--- src/hdl/vcsd_pkg.sv ---
// Shared constants and types of the video clock select and divider
package vcsd_pkg;
	// Register indices on the device's own register port
	localparam logic [3:0] REG_GEN_CTL = 4'h8;
	localparam logic [3:0] REG_IN_SEL  = 4'h9;
	localparam logic [3:0] REG_OUT_SEL = 4'hA;
	localparam logic [3:0] REG_STATUS  = 4'h4;
	// Reset values: first oscillator, video clock high, shift clock low
	localparam logic [7:0] IN_SEL_RST  = 8'h00;
	localparam logic [7:0] OUT_SEL_RST = 8'h36;
	localparam logic [7:0] GEN_CTL_RST = 8'h00;
	// Field positions
	localparam int SPLIT_EN_BIT = 2;
	localparam int VID_DIV_LSB  = 3;
	localparam int SHF_DIV_LSB  = 0;
	localparam logic [7:0] CNT_CLR_MASK = 8'h36;
	// Source select codes
	localparam logic [3:0] SRC_CODE_A    = 4'h0;
	localparam logic [3:0] SRC_CODE_B    = 4'h1;
	localparam logic [3:0] SRC_CODE_C    = 4'h2;
	localparam logic [3:0] SRC_CODE_D    = 4'h3;
	localparam logic [3:0] SRC_CODE_D2   = 4'h4;
	localparam logic [3:0] SRC_CODE_DIFF = 4'h8;
	// Timing
	localparam int CLK_PERIOD_NS = 50;
	localparam int SETTLE_NS     = 30;
	localparam int PULSE_NS      = 15;
	localparam int SETTLE_CYC    = (SETTLE_NS + CLK_PERIOD_NS - 1) / CLK_PERIOD_NS;
	localparam int PULSE_CYC     = (PULSE_NS + CLK_PERIOD_NS - 1) / CLK_PERIOD_NS;
	// Source switch sequencer
	typedef enum logic [2:0]
	{
		SW_IDLE   = 3'b001,
		SW_DRAIN  = 3'b010,
		SW_SETTLE = 3'b100
	} vcsd_sw_t;
endpackage

--- src/hdl/vcsd_link_if.sv ---
// Link between the clock device and the raster controller
`timescale 1ns/100ps
interface vcsd_link_if;
	logic [3:0] regAddr;
	logic [7:0] regWdata;
	logic       regWr;
	logic       regRd;
	logic [7:0] regRdata;
	logic       swReset;
	logic       oscHold;
	logic       rasterCtrlClockOut;
	logic       shiftClk;
	logic       blankN;
	logic       splitNibbleFlagIn;
	modport dev
	(
		input  regAddr,
		input  regWdata,
		input  regWr,
		input  regRd,
		output regRdata,
		input  swReset,
		input  oscHold,
		output rasterCtrlClockOut,
		output shiftClk,
		input  blankN,
		input  splitNibbleFlagIn
	);
	modport host
	(
		output regAddr,
		output regWdata,
		output regWr,
		output regRd,
		input  regRdata,
		output swReset,
		output oscHold,
		input  rasterCtrlClockOut,
		input  shiftClk,
		output blankN,
		output splitNibbleFlagIn
	);
endinterface

--- src/hdl/vcsd_device.sv ---
// Dot clock source select, shared divider and blank-gated shift clock
//
// Contract
// RULE1: Low nibble code picks dot clock source
// RULE2: Upper input select nibble ignored
// RULE3: First oscillator is source after reset
// RULE4: New clocks settle 30 ns after change
// RULE5: Bits 5..3 divide video clock, 11 holds high
// RULE6: Bits 2..0 divide shift clock, 11 holds low
// RULE7: One shared counter drives both clocks
// RULE8: Bits 5,4,2,1 all set clear counter
// RULE9: All resets load defaults, clear counter
// RULE10: System stops dot clock during counter clear; the clear pattern loaded by reset leaves it running
// RULE11: Pixels captured on ungated load clock
// RULE12: Host picks shift divide for bus width
// RULE13: Blank sampled on video falling, gates shift
// RULE14: High shift clock finishes before being held
// RULE15: Blank delayed to align with pixel data
// RULE16: Host reloads shift register during blanking
// RULE17: Split flag rise gives one replacing pulse
// RULE18: Control bit 2 enables split handling
// RULE19: Video clock defaults to steady high
// RULE20: Raster logic needs video clock enabled
// RULE21: Source switching passes no runt pulses
`timescale 1ns/100ps
module vcsd_device #(
	parameter int BLANK_DLY = 2
) (
	input  wire logic       sys_clk,
	input  wire logic       rst,
	input  wire logic       oscInputA,
	input  wire logic       oscInputB,
	input  wire logic       oscInputC,
	input  wire logic       oscInputDDualMode,
	input  wire logic       oscDiffN,
	input  wire logic [7:0] pixelIn,
	output logic      [7:0] pixelOut,
	output logic            blankAligned,
	output logic            pixelRateClock,
	vcsd_link_if.dev        link
);
	typedef struct packed {
		logic [7:0]           inSel;
		logic [7:0]           outSel;
		logic [7:0]           genCtl;
		logic [7:0]           rdData;
		logic [3:0]           srcCur;
		logic [3:0]           srcReq;
		vcsd_pkg::vcsd_sw_t   sw;
		logic [1:0]           settle;
		logic                 prevDot;
		logic [4:0]           cnt;
		logic                 videoOut;
		logic                 shiftOut;
		logic                 loadClk;
		logic                 blankSmp;
		logic                 gateOpen;
		logic                 skip;
		logic                 splitPrev;
		logic [1:0]           pulse;
		logic [7:0]           pixel;
		logic [BLANK_DLY-1:0] blankPipe;
	} vcsd_dev_t;

	vcsd_dev_t st;
	vcsd_dev_t next_st;

	// Level of the oscillator named by a source code; unknown codes give low
	function automatic logic srcLevel(input logic [3:0] code);
		unique case (code)
			vcsd_pkg::SRC_CODE_A:    srcLevel = oscInputA;
			vcsd_pkg::SRC_CODE_B:    srcLevel = oscInputB;
			vcsd_pkg::SRC_CODE_C:    srcLevel = oscInputC;
			vcsd_pkg::SRC_CODE_D,
			vcsd_pkg::SRC_CODE_D2:   srcLevel = oscInputDDualMode;
			vcsd_pkg::SRC_CODE_DIFF: srcLevel = oscInputDDualMode & ~oscDiffN;
			default:                 srcLevel = 1'b0;
		endcase
	endfunction

	// Legal source codes; anything else keeps the present source
	function automatic logic srcValid(input logic [3:0] code);
		srcValid = (code <= vcsd_pkg::SRC_CODE_D2) || (code == vcsd_pkg::SRC_CODE_DIFF);
	endfunction

	// Divide by 2**k taken from the shared counter, k = 0 is the dot level
	function automatic logic divClk(input logic [2:0] k, input logic [4:0] c, input logic d);
		if (k == 3'h0)
			divClk = d;
		else
			divClk = ~c[k - 3'h1];
	endfunction

	logic dotLevel;
	logic dotTick;
	logic videoRaw;
	logic shiftRaw;
	logic shiftFall;

	always_comb
	begin
		next_st = st;
		dotLevel = 1'b0;
		dotTick = 1'b0;
		videoRaw = 1'b1;
		shiftRaw = 1'b0;
		shiftFall = 1'b0;
		// Register writes and reads, read data one cycle later
		next_st.rdData = 8'h00;
		if (link.regWr)
		begin
			unique case (link.regAddr)
				vcsd_pkg::REG_GEN_CTL: next_st.genCtl = link.regWdata; // see RULE18
				vcsd_pkg::REG_IN_SEL:  next_st.inSel = link.regWdata;
				vcsd_pkg::REG_OUT_SEL: next_st.outSel = link.regWdata;
				default:               next_st.genCtl = st.genCtl;
			endcase
		end
		if (link.regRd)
		begin
			unique case (link.regAddr)
				vcsd_pkg::REG_GEN_CTL: next_st.rdData = st.genCtl;
				vcsd_pkg::REG_IN_SEL:  next_st.rdData = st.inSel;
				vcsd_pkg::REG_OUT_SEL: next_st.rdData = st.outSel;
				vcsd_pkg::REG_STATUS:
					next_st.rdData = {st.sw != vcsd_pkg::SW_IDLE, st.gateOpen, st.blankSmp,
						st.skip, st.srcCur};
				default:               next_st.rdData = 8'h00;
			endcase
		end
		// Software reset restores the defaults like the hardware reset
		if (link.swReset)
		begin
			next_st.inSel = vcsd_pkg::IN_SEL_RST;   // see RULE9
			next_st.outSel = vcsd_pkg::OUT_SEL_RST;
			next_st.genCtl = vcsd_pkg::GEN_CTL_RST;
		end
		// Source switch: freeze, wait until both sources are low, then settle
		next_st.srcReq = st.inSel[3:0];                // see RULE2
		unique case (st.sw)
			vcsd_pkg::SW_IDLE:
				if (srcValid(st.srcReq) && st.srcReq != st.srcCur) // see RULE1
					next_st.sw = vcsd_pkg::SW_DRAIN;
			vcsd_pkg::SW_DRAIN:
				if (!srcLevel(st.srcCur) && !srcLevel(st.srcReq)) // see RULE21
				begin
					next_st.sw = vcsd_pkg::SW_SETTLE;
					next_st.settle = 2'(vcsd_pkg::SETTLE_CYC); // see RULE4
				end
			vcsd_pkg::SW_SETTLE:
				if (st.settle <= 2'h1)
				begin
					next_st.sw = vcsd_pkg::SW_IDLE;
					if (srcValid(st.srcReq))
						next_st.srcCur = st.srcReq;
				end
				else
					next_st.settle = st.settle - 2'h1;
		endcase
		// Dot clock held low while switching, so no runt reaches the counter
		dotLevel = (st.sw == vcsd_pkg::SW_IDLE) && srcLevel(st.srcCur) && !link.oscHold; // see RULE21
		dotTick = dotLevel && !st.prevDot;
		next_st.prevDot = dotLevel;
		// Shared counter, cleared while the hold pattern is written
		if ((st.outSel & vcsd_pkg::CNT_CLR_MASK) == vcsd_pkg::CNT_CLR_MASK || link.swReset)
			next_st.cnt = 5'h00;                   // see RULE8
		else if (dotTick)
			next_st.cnt = st.cnt + 5'h01;          // see RULE7
		// Video clock: codes 6 and 7 hold it high; next count keeps every rise on a dot rise
		if (st.outSel[5:4] != 2'b11) // see RULE5 RULE7
			videoRaw = divClk(st.outSel[vcsd_pkg::VID_DIV_LSB +: 3], next_st.cnt, dotLevel);
		// Shift clock: codes 6 and 7 hold it low
		if (st.outSel[2:1] != 2'b11) // see RULE6 RULE7
			shiftRaw = divClk(st.outSel[vcsd_pkg::SHF_DIV_LSB +: 3], next_st.cnt, dotLevel);
		next_st.videoOut = videoRaw;
		next_st.loadClk = shiftRaw;
		shiftFall = st.loadClk && !shiftRaw;
		// Blank taken on the falling edge of the video clock
		if (st.videoOut && !videoRaw)
			next_st.blankSmp = link.blankN;        // see RULE13
		// Skipped pulse counted once blanking ends
		if (st.blankSmp && shiftFall)
			next_st.skip = 1'b0;
		// Split flag rise: one pulse that replaces the first gated one
		next_st.splitPrev = link.splitNibbleFlagIn;
		if (st.pulse != 2'h0)
			next_st.pulse = st.pulse - 2'h1;
		if (st.genCtl[vcsd_pkg::SPLIT_EN_BIT] && link.splitNibbleFlagIn && !st.splitPrev)
		begin
			next_st.pulse = 2'(vcsd_pkg::PULSE_CYC); // see RULE17
			next_st.skip = 1'b1;                   // set wins over clear
		end
		// Gate only changes while the shift clock is low, so it never cuts a pulse
		if (!shiftRaw)
			next_st.gateOpen = st.blankSmp && !next_st.skip; // see RULE14
		next_st.shiftOut = (next_st.gateOpen && shiftRaw) || (next_st.pulse != 2'h0);
		// Pixel capture on the ungated load clock, blank delayed alongside
		if (shiftRaw && !st.loadClk)
		begin
			next_st.pixel = pixelIn;               // see RULE11
			next_st.blankPipe = {st.blankPipe[BLANK_DLY-2:0], st.blankSmp}; // see RULE15
		end
	end

	// All state in one register, defaults on reset
	always_ff @(posedge sys_clk or posedge rst)
	begin
		if (rst)
		begin
			st <= '0;
			st.inSel <= vcsd_pkg::IN_SEL_RST;      // see RULE3
			st.outSel <= vcsd_pkg::OUT_SEL_RST;    // see RULE19
			st.genCtl <= vcsd_pkg::GEN_CTL_RST;
			st.srcCur <= vcsd_pkg::SRC_CODE_A;
			st.srcReq <= vcsd_pkg::SRC_CODE_A;
			st.sw <= vcsd_pkg::SW_IDLE;
			st.videoOut <= 1'b1;
		end
		else
			st <= next_st;
	end

	assign link.regRdata = st.rdData;
	assign link.rasterCtrlClockOut = st.videoOut;
	assign link.shiftClk = st.shiftOut;
	assign pixelOut = st.pixel;
	assign blankAligned = st.blankPipe[BLANK_DLY-1];
	assign pixelRateClock = st.prevDot;
endmodule

--- src/flat_wrapper.sv ---
// flat-port wrapper written by rule: the top's interface ports become plain ports
module vcsd_device_flat 
#(
	parameter int BLANK_DLY = 2
)
  (sys_clk, rst, oscInputA, oscInputB, oscInputC, oscInputDDualMode, oscDiffN, pixelIn, pixelOut, blankAligned, pixelRateClock, link_regAddr, link_regWdata, link_regWr, link_regRd, link_regRdata, link_swReset, link_oscHold, link_rasterCtrlClockOut, link_shiftClk, link_blankN, link_splitNibbleFlagIn);
  vcsd_link_if link_i ();
  input  wire logic sys_clk;
  input  wire logic rst;
  input  wire logic oscInputA;
  input  wire logic oscInputB;
  input  wire logic oscInputC;
  input  wire logic oscInputDDualMode;
  input  wire logic oscDiffN;
  input  wire logic [7:0] pixelIn;
  output logic      [7:0] pixelOut;
  output logic blankAligned;
  output logic pixelRateClock;
  input wire logic [$bits(link_i.regAddr)-1:0] link_regAddr;
  input wire logic [$bits(link_i.regWdata)-1:0] link_regWdata;
  input wire logic [$bits(link_i.regWr)-1:0] link_regWr;
  input wire logic [$bits(link_i.regRd)-1:0] link_regRd;
  output wire logic [$bits(link_i.regRdata)-1:0] link_regRdata;
  input wire logic [$bits(link_i.swReset)-1:0] link_swReset;
  input wire logic [$bits(link_i.oscHold)-1:0] link_oscHold;
  output wire logic [$bits(link_i.rasterCtrlClockOut)-1:0] link_rasterCtrlClockOut;
  output wire logic [$bits(link_i.shiftClk)-1:0] link_shiftClk;
  input wire logic [$bits(link_i.blankN)-1:0] link_blankN;
  input wire logic [$bits(link_i.splitNibbleFlagIn)-1:0] link_splitNibbleFlagIn;
  assign link_i.regAddr = link_regAddr;
  assign link_i.regWdata = link_regWdata;
  assign link_i.regWr = link_regWr;
  assign link_i.regRd = link_regRd;
  assign link_regRdata = link_i.regRdata;
  assign link_i.swReset = link_swReset;
  assign link_i.oscHold = link_oscHold;
  assign link_rasterCtrlClockOut = link_i.rasterCtrlClockOut;
  assign link_shiftClk = link_i.shiftClk;
  assign link_i.blankN = link_blankN;
  assign link_i.splitNibbleFlagIn = link_splitNibbleFlagIn;
  vcsd_device #(.BLANK_DLY(BLANK_DLY)) u_core (.sys_clk(sys_clk), .rst(rst), .oscInputA(oscInputA), .oscInputB(oscInputB), .oscInputC(oscInputC), .oscInputDDualMode(oscInputDDualMode), .oscDiffN(oscDiffN), .pixelIn(pixelIn), .pixelOut(pixelOut), .blankAligned(blankAligned), .pixelRateClock(pixelRateClock), .link(link_i));
endmodule
--- config.mk ---
export PLATFORM = sky130hd
export DESIGN_NAME = vcsd_device_flat
export DESIGN_NICKNAME = d
export VERILOG_FILES = /design/src/hdl/vcsd_pkg.sv /design/src/hdl/vcsd_link_if.sv /design/src/hdl/vcsd_device.sv /design/src/flat_wrapper.sv
export SDC_FILE = /design/constraint.sdc
export NUM_CORES = 1
export LEC_CHECK = 0
export BUFFER_PORTS_ARGS = -buffer_cell sky130_fd_sc_hd__buf_2
export CAP_MARGIN = 20
export CORE_ASPECT_RATIO = 1.25
export CORE_MARGIN = 2
export CORE_UTILIZATION = 30
export CTS_CLUSTER_DIAMETER = 200
export CTS_CLUSTER_SIZE = 8
export DETAILED_ROUTE_END_ITERATION = 6
export PLACE_DENSITY = 0.46
export SLEW_MARGIN = 20
export SYNTH_ARGS = -nofsm -noshare
export SYNTH_HDL_FRONTEND = slang
export SYNTH_SLANG_ARGS = --single-unit
--- constraint.sdc ---
create_clock -name sys_clk -period 3.35 [get_ports sys_clk]
set_clock_uncertainty 0.05 [all_clocks]
set_input_delay 0.1675 -clock sys_clk [delete_from_list [all_inputs] [get_ports sys_clk]]
set_output_delay 0.1675 -clock sys_clk [all_outputs]
set_load 0.03 [all_outputs]
---- Word level (Yosys, flattened, before mapping) ----
Index checks and enable logic that the tools add are counted.
storage, ports and cells
  bits in registers ....................... 70
  bits of input ports ..................... 33
  output and inout bits ................... 20
  word-level logic and storage cells ...... 135
operators by class
  add/sub/neg operators ................... 5
  $lt $le $gt $ge ......................... 4
  equality and inequality tests ........... 26
  multiplexer cells ....................... 32
  bitwise gates (word level) .............. 4
  reduce and logical (&&, ||, !) cells .... 44
operator list
  cell                                                                   count
  24-bit two-way mux                                                     2
  8-bit two-way mux                                                      4
  8-bit one-hot mux with 4 select lines                                  1
  4-bit equality test, second input constant                             6
  4-bit by 2-bit equality test with 1-bit output, second input constant  4
  5-bit two-way mux                                                      3
  2-bit nonzero test                                                     7
  1-bit logical AND                                                      13
  4-bit by 3-bit equality test with 1-bit output, second input constant  3
  1-bit two-way mux                                                      11
  1-bit one-hot mux with 5 select lines                                  2
  1-bit zero test                                                        9
  3-bit one-hot mux with 3 select lines                                  1
  3-bit AND reduction                                                    3
  4-bit by 1-bit equality test with 1-bit output, second input constant  2
  4-bit zero test                                                        2
  3-bit by 4-bit < comparator with 1-bit output, second input constant   2
  1-bit binary-select mux with 3-bit select                              2
  3-bit zero test                                                        2
  2-bit two-way mux                                                      3
  3-bit two-way mux                                                      2
  2-bit by 1-bit != test with 1-bit output, second input constant        3
  2-bit != test, second input constant                                   3
  2-bit AND reduction                                                    3
  other kinds (15)                                                       22

---- Depth between registers and ports, before layout ----
  word-level depth ........................ 23
  depth in mapped cells ................... 11
  mapped depth without buffers ............ 10

---- Least setup slack after synthesis ----
Ideal clock, no wire load.
  path type ............................... reg-to-reg
  start point ............................. register u_core.st[27] in the netlist's numbering
  end point ............................... register u_core.st (netlist bit u_core.blankAligned)
  library setup time ...................... 0.125 ns
  arrival ................................. 2.652 ns
  required time ........................... 3.175 ns
  setup slack ............................. 0.523 ns
  cell stages (with the launch flop) ...... 9
  buffers on the path ..................... 0
  period minus slack after synthesis ...... 2.827 ns
  cells stage by stage .................... dfstp_2 nor3b_1 nand3_1 nor4_1 mux2_2 nor2_2 o311ai_4 a21oi_4 mux2_4
on the way
  longest elaborated chain between the ends .. 12
RTL lines
  what                                              RTL line            text
  from (decl)                                       vcsd_device.sv:65   vcsd_dev_t st;
  from (signal assigned)                            vcsd_device.sv:220  st <= next_st;
  3-bit by 1-bit equality test with 1-bit output *  vcsd_device.sv:161  dotLevel = (st.sw == vcsd_pkg::SW_IDLE) && srcLevel(st.srcCur) && !link.oscHold;
  1-bit logical AND * (2 in series)                 vcsd_device.sv:161
  1-bit logical AND                                 vcsd_device.sv:162  dotTick = dotLevel && !st.prevDot;
  5-bit two-way mux                                 vcsd_device.sv:167  else if (dotTick)
  5-bit two-way mux                                 vcsd_device.sv:165  if ((st.outSel & vcsd_pkg::CNT_CLR_MASK) == vcsd_pkg::CNT_CLR_MASK || link.swReset)
  1-bit binary-select mux with 3-bit select         vcsd_device.sv:91   divClk = ~c[k - 3'h1];
  1-bit two-way mux (not written as such)           vcsd_device.sv:91
  1-bit inverter                                    vcsd_device.sv:91
  1-bit two-way mux *                               vcsd_device.sv:88   if (k == 3'h0)
  1-bit two-way mux *                               vcsd_device.sv:173  if (st.outSel[2:1] != 2'b11)
  1-bit logical AND *                               vcsd_device.sv:198  if (shiftRaw && !st.loadClk)
Mark *: on every way between the ends. The rest lies on a longest branch, timed or not. The select of a mux whose other input is x is not followed.
A chain may end at the register's enable or synchronous reset.

---- Final worst setup path ----
  start point ............................. register u_core.st[27] in the netlist's numbering
  end point ............................... register u_core.st (netlist bit u_core.pixelOut[0])
Same word-level chain as after synthesis.

==> metrics.csv <==
stage,metric,value,unit
route,drt-total-wl,9390,um
synth,synthFlopType,dfrtp_1,
power_and_ir_drop,power_density,552,mW/mm2
synth,netlist_area,0.00385,mm2
route,antenna_left,0,
worst_setup_path,end_kind,flop,
run,cap_violations,0,
worst_setup_path,cp.arrival,3.18,ns
floorplanning,start_util,0.306,
route,firstDrtPassIters,4,
place,port_buffers,52,
floorplanning,coreArea,0.0126,mm2
timing,hold_viol,0,
floorplanning,fp-row-count,46,
cts,cts_made_buffers,9,
place,dp_slack,0.141,ns
synth,yosys.area.top_type,dfrtp_1,
synth,yosysWarnings,0,
synth,syn_area_per_cell,10.1,um2
timing,rsz0062_at_grt,false,
floorplanning,die_area,0.0138,mm2
floorplanning,dieWidth,105,um
synth,synth_top_area_frac,0.416,
cts,ctsLongestPathBuffers,2,
timing,worst_pin_slew,0.801,ns
cts,root_buffer,clkbuf_16,
synth,synth_nets,420,
cts,clock-sinks,70,
timing,finalCritPeriodShare,0.899,
global_route,grt_pass1_vias,2848,
timing,period_needed,3.01,ns
worst_setup_path,critPathKind,flop to flop,
cells_and_area,multi_input_area,0.00181,mm2
synth,synthArstFlopShare,1.00,
timing,relSlewSlack,0.465,
place,gp_congestion,0.745,
timing,setup_tns,0,ns
worst_setup_path,startpoint_type,flop,
cells_and_area,ff_latch_area,0.00176,mm2
cells_and_area,num-fill-cells,1274,
global_route,grt_pass1_wl,15100,um
global_route,antenna_found_initial,0,
floorplanning,die_h,131,um
cells_and_area,nNetsFinal,463,
hold_path,hold_class,input port to flop,
worst_setup_path,worst-path-max-fanout,10,
power_and_ir_drop,ir_worst_vdd,0.270,mV
cts,cts_tree,built,
synth,synthTopCellsByArea,"dfrtp_1 (42%), dfstp_2 (4.1%), mux2_4 (3.9%)",
route,drc_errors,0,
timing,fin_ws,0.339,ns
cells_and_area,diodes,0,
worst_setup_path,required,3.52,ns
synth,synth_edf_count,0,
route,drt_iter0_drc,142,
route,post_drt_wl_per_cell,15.7,um
cells_and_area,drive_gt1_frac,0.282,
synth,synth-seq-area-share,0.457,
synth,syn_inst,381,
timing,fmax,332,MHz
power_and_ir_drop,total_leakage_power,1.95,nW
global_route,grt_max_degree,40,
cts,path_clk_slew,0.06,ns
cells_and_area,area_delta_synth_final,18.0,%
cts,clk-insertion-delay-late,0.34,ns
timing,finalSetupViolCount,0,
global_route,grt-ovfl-total,0,
place,dp_hpwl,6770,um
route,num_vias,2930,
synth,synth_cell_types,64,
timing,slew_viol_final,0,
floorplanning,pin_count,53,
global_route,grt_use_total,0.142,
cells_and_area,final_util,0.361,
run_status,status,"complete, no violations",
route,vias_per_cell,4.91,
synth,synth-seq-cells,70,
cts,h-tree-depth,3,
==> cell type report <==
class,count,area share
Multi-Input combinational cell,263,0.398
Tap cell,168,0.0463
Timing Repair Buffer,67,0.0870
Clock inverter,7,0.0209
Sequential cell,70,0.387
Clock buffer,9,0.0496
Inverter,13,0.0107
==> worst paths after layout <==
| check | from | to | slack [ns] | cells past startpoint |
|---|---|---|---|---|
| setup / recovery | u_core.st[27] | u_core.pixelOut[0] | 0.34 | 9 |
| hold / removal | pixelIn[4] | u_core.pixelOut[4] | 0.01 | 2 |
| setup reg to reg | u_core.st[27] | u_core.pixelOut[0] | 0.34 | 9 |
| hold reg to reg | u_core.next_st[31] | u_core.st[31] | 0.36 | 0 |
| max in group asynchronous | rst | u_core.st[27] | 1.94 | 4 |
| min in group asynchronous | rst | u_core.st[10] | 0.49 | 3 |
==> layer usage <==
metal | track usage | wire (um) | vias to the layer above | share of wire
met3 | 0.0218 | 357 | 11 | 0.038
met4 | 0.0588 | 139 | 0 | 0.015
met5 | 0 | 0 | - | 0
li1 | - | - | 1434 | -
met2 | 0.230 | 4520 | 51 | 0.48
met1 | 0.189 | 4380 | 1434 | 0.47
==> critical path, cell delays in order, from the launching register on <==
cell	delay (ns)
dfstp_2	0.57
nor3b_1	0.43
nand3_1	0.13
nor4_1	0.38
mux2_2	0.40
nor2_2	0.15
o311ai_4	0.14
a21oi_4	0.18
buf_12	0.16
mux2_4	0.30
==> metrics by stage <==
stage	total power [mW]	std cells	cell area, um2	hold WS (ns)
after floorplan	1.42	381	3850	0.149
after global placement	1.48	576	4160	0.251
after detailed placement	1.49	576	4160	0.250
after CTS	2.54	596	4520	0.00251
after global routing	2.63	597	4540	0.00711
final	2.51	597	4540	0.0120
==> synth_stat cells, drive strengths merged (2+ instances only) <==
| cell | n |
|---|---|
| o21ai | 9 |
| xor2 | 7 |
| or3b | 2 |
| and2b | 2 |
| a211o | 6 |
| nand3 | 23 |
| a41oi | 3 |
| o311ai | 2 |
| or3 | 2 |
| nor3b | 6 |
| mux2i | 7 |
| nor2 | 40 |
| mux2 | 16 |
| dfrtp | 64 |
| o31ai | 2 |
| a221oi | 8 |
| nand2b | 6 |
| buf | 23 |
| nand2 | 35 |
| and3 | 5 |
| clkbuf | 12 |
| nand4 | 2 |
| a22oi | 8 |
| inv | 13 |
| nor2b | 3 |
| nor3 | 8 |
| ha | 6 |
| nor4 | 4 |
| a31oi | 2 |
| a21o | 2 |
| xnor2 | 4 |
| and2 | 3 |
| dfstp | 6 |
| a21oi | 22 |
==> flip-flops by register name, indices dropped and copies added (netlist names), named ones only <==
| signal | cells |
|---|---|
| u_core.link.regRdata | 8 |
| u_core.pixelOut | 8 |
| u_core.st | 45 |
| u_core.pixelRateClock | 1 |
| u_core.blankAligned | 1 |
| u_core.next_st | 4 |
| u_core.link.rasterCtrlClockOut | 1 |
| u_core.link.shiftClk | 1 |
==> power breakdown <==
| part | internal, mW | total [mW] | switching, mW |
|---|---|---|---|
| combinational | 0.206 | 0.472 | 0.266 |
| clock | 0.654 | 1.03 | 0.379 |
| sequential | 0.930 | 1.00 | 0.0738 |
| total | 1.79 | 2.51 | 0.719 |
==> logic make-up after synthesis <==
group	share of synthesized area
AOI/OAI and AO/OA	0.139
buffers and inverters	0.0750
xor gates and xnor gates	0.0250
muxes	0.0805
DFF	0.457
adders and majority gates	0.0195
and+or+nand+nor	0.205
==> placed cells by master (no fill, tap or decap), types with 2 or more instances in the layout <==
cell / netlist / final
dfrtp_1: 64 / 64
buf_2: 0 / 52
nor2_1: 38 / 38
nand2_1: 35 / 35
nand3_1: 23 / 23
a21oi_1: 21 / 21
inv_1: 13 / 12
mux2_4: 10 / 10
buf_4: 17 / 10
clkbuf_16: 0 / 9
o21ai_0: 8 / 8
a22oi_1: 8 / 8
a221oi_1: 8 / 8
mux2i_1: 7 / 7
nor3_1: 7 / 7
xor2_1: 7 / 7
nand2b_1: 6 / 6
nor3b_1: 6 / 6
a211o_1: 6 / 6
mux2_2: 6 / 6
ha_1: 6 / 6
dfstp_2: 6 / 6
xnor2_1: 4 / 4
dlygate4sd3_1: 0 / 4
nor2b_1: 3 / 3
nor4_1: 3 / 3
a41oi_1: 3 / 3
and2_1: 3 / 3
and3_1: 3 / 3
or3b_2: 2 / 2
and2b_1: 2 / 2
nand4_1: 2 / 2
a21o_1: 2 / 2
or3_1: 2 / 2
a31oi_1: 2 / 2
inv_6: 0 / 2
bufinv_16: 0 / 2
clkinv_2: 0 / 2
==> timing repair <==
action	in CTS	in global routing
endpoints found under the hold margin	40	0
buffers inserted	0	1
hold buffers	4	0
resized for setup	0	0
endpoints found under the setup margin	0	10
Power figures use the tool's default switching activity.
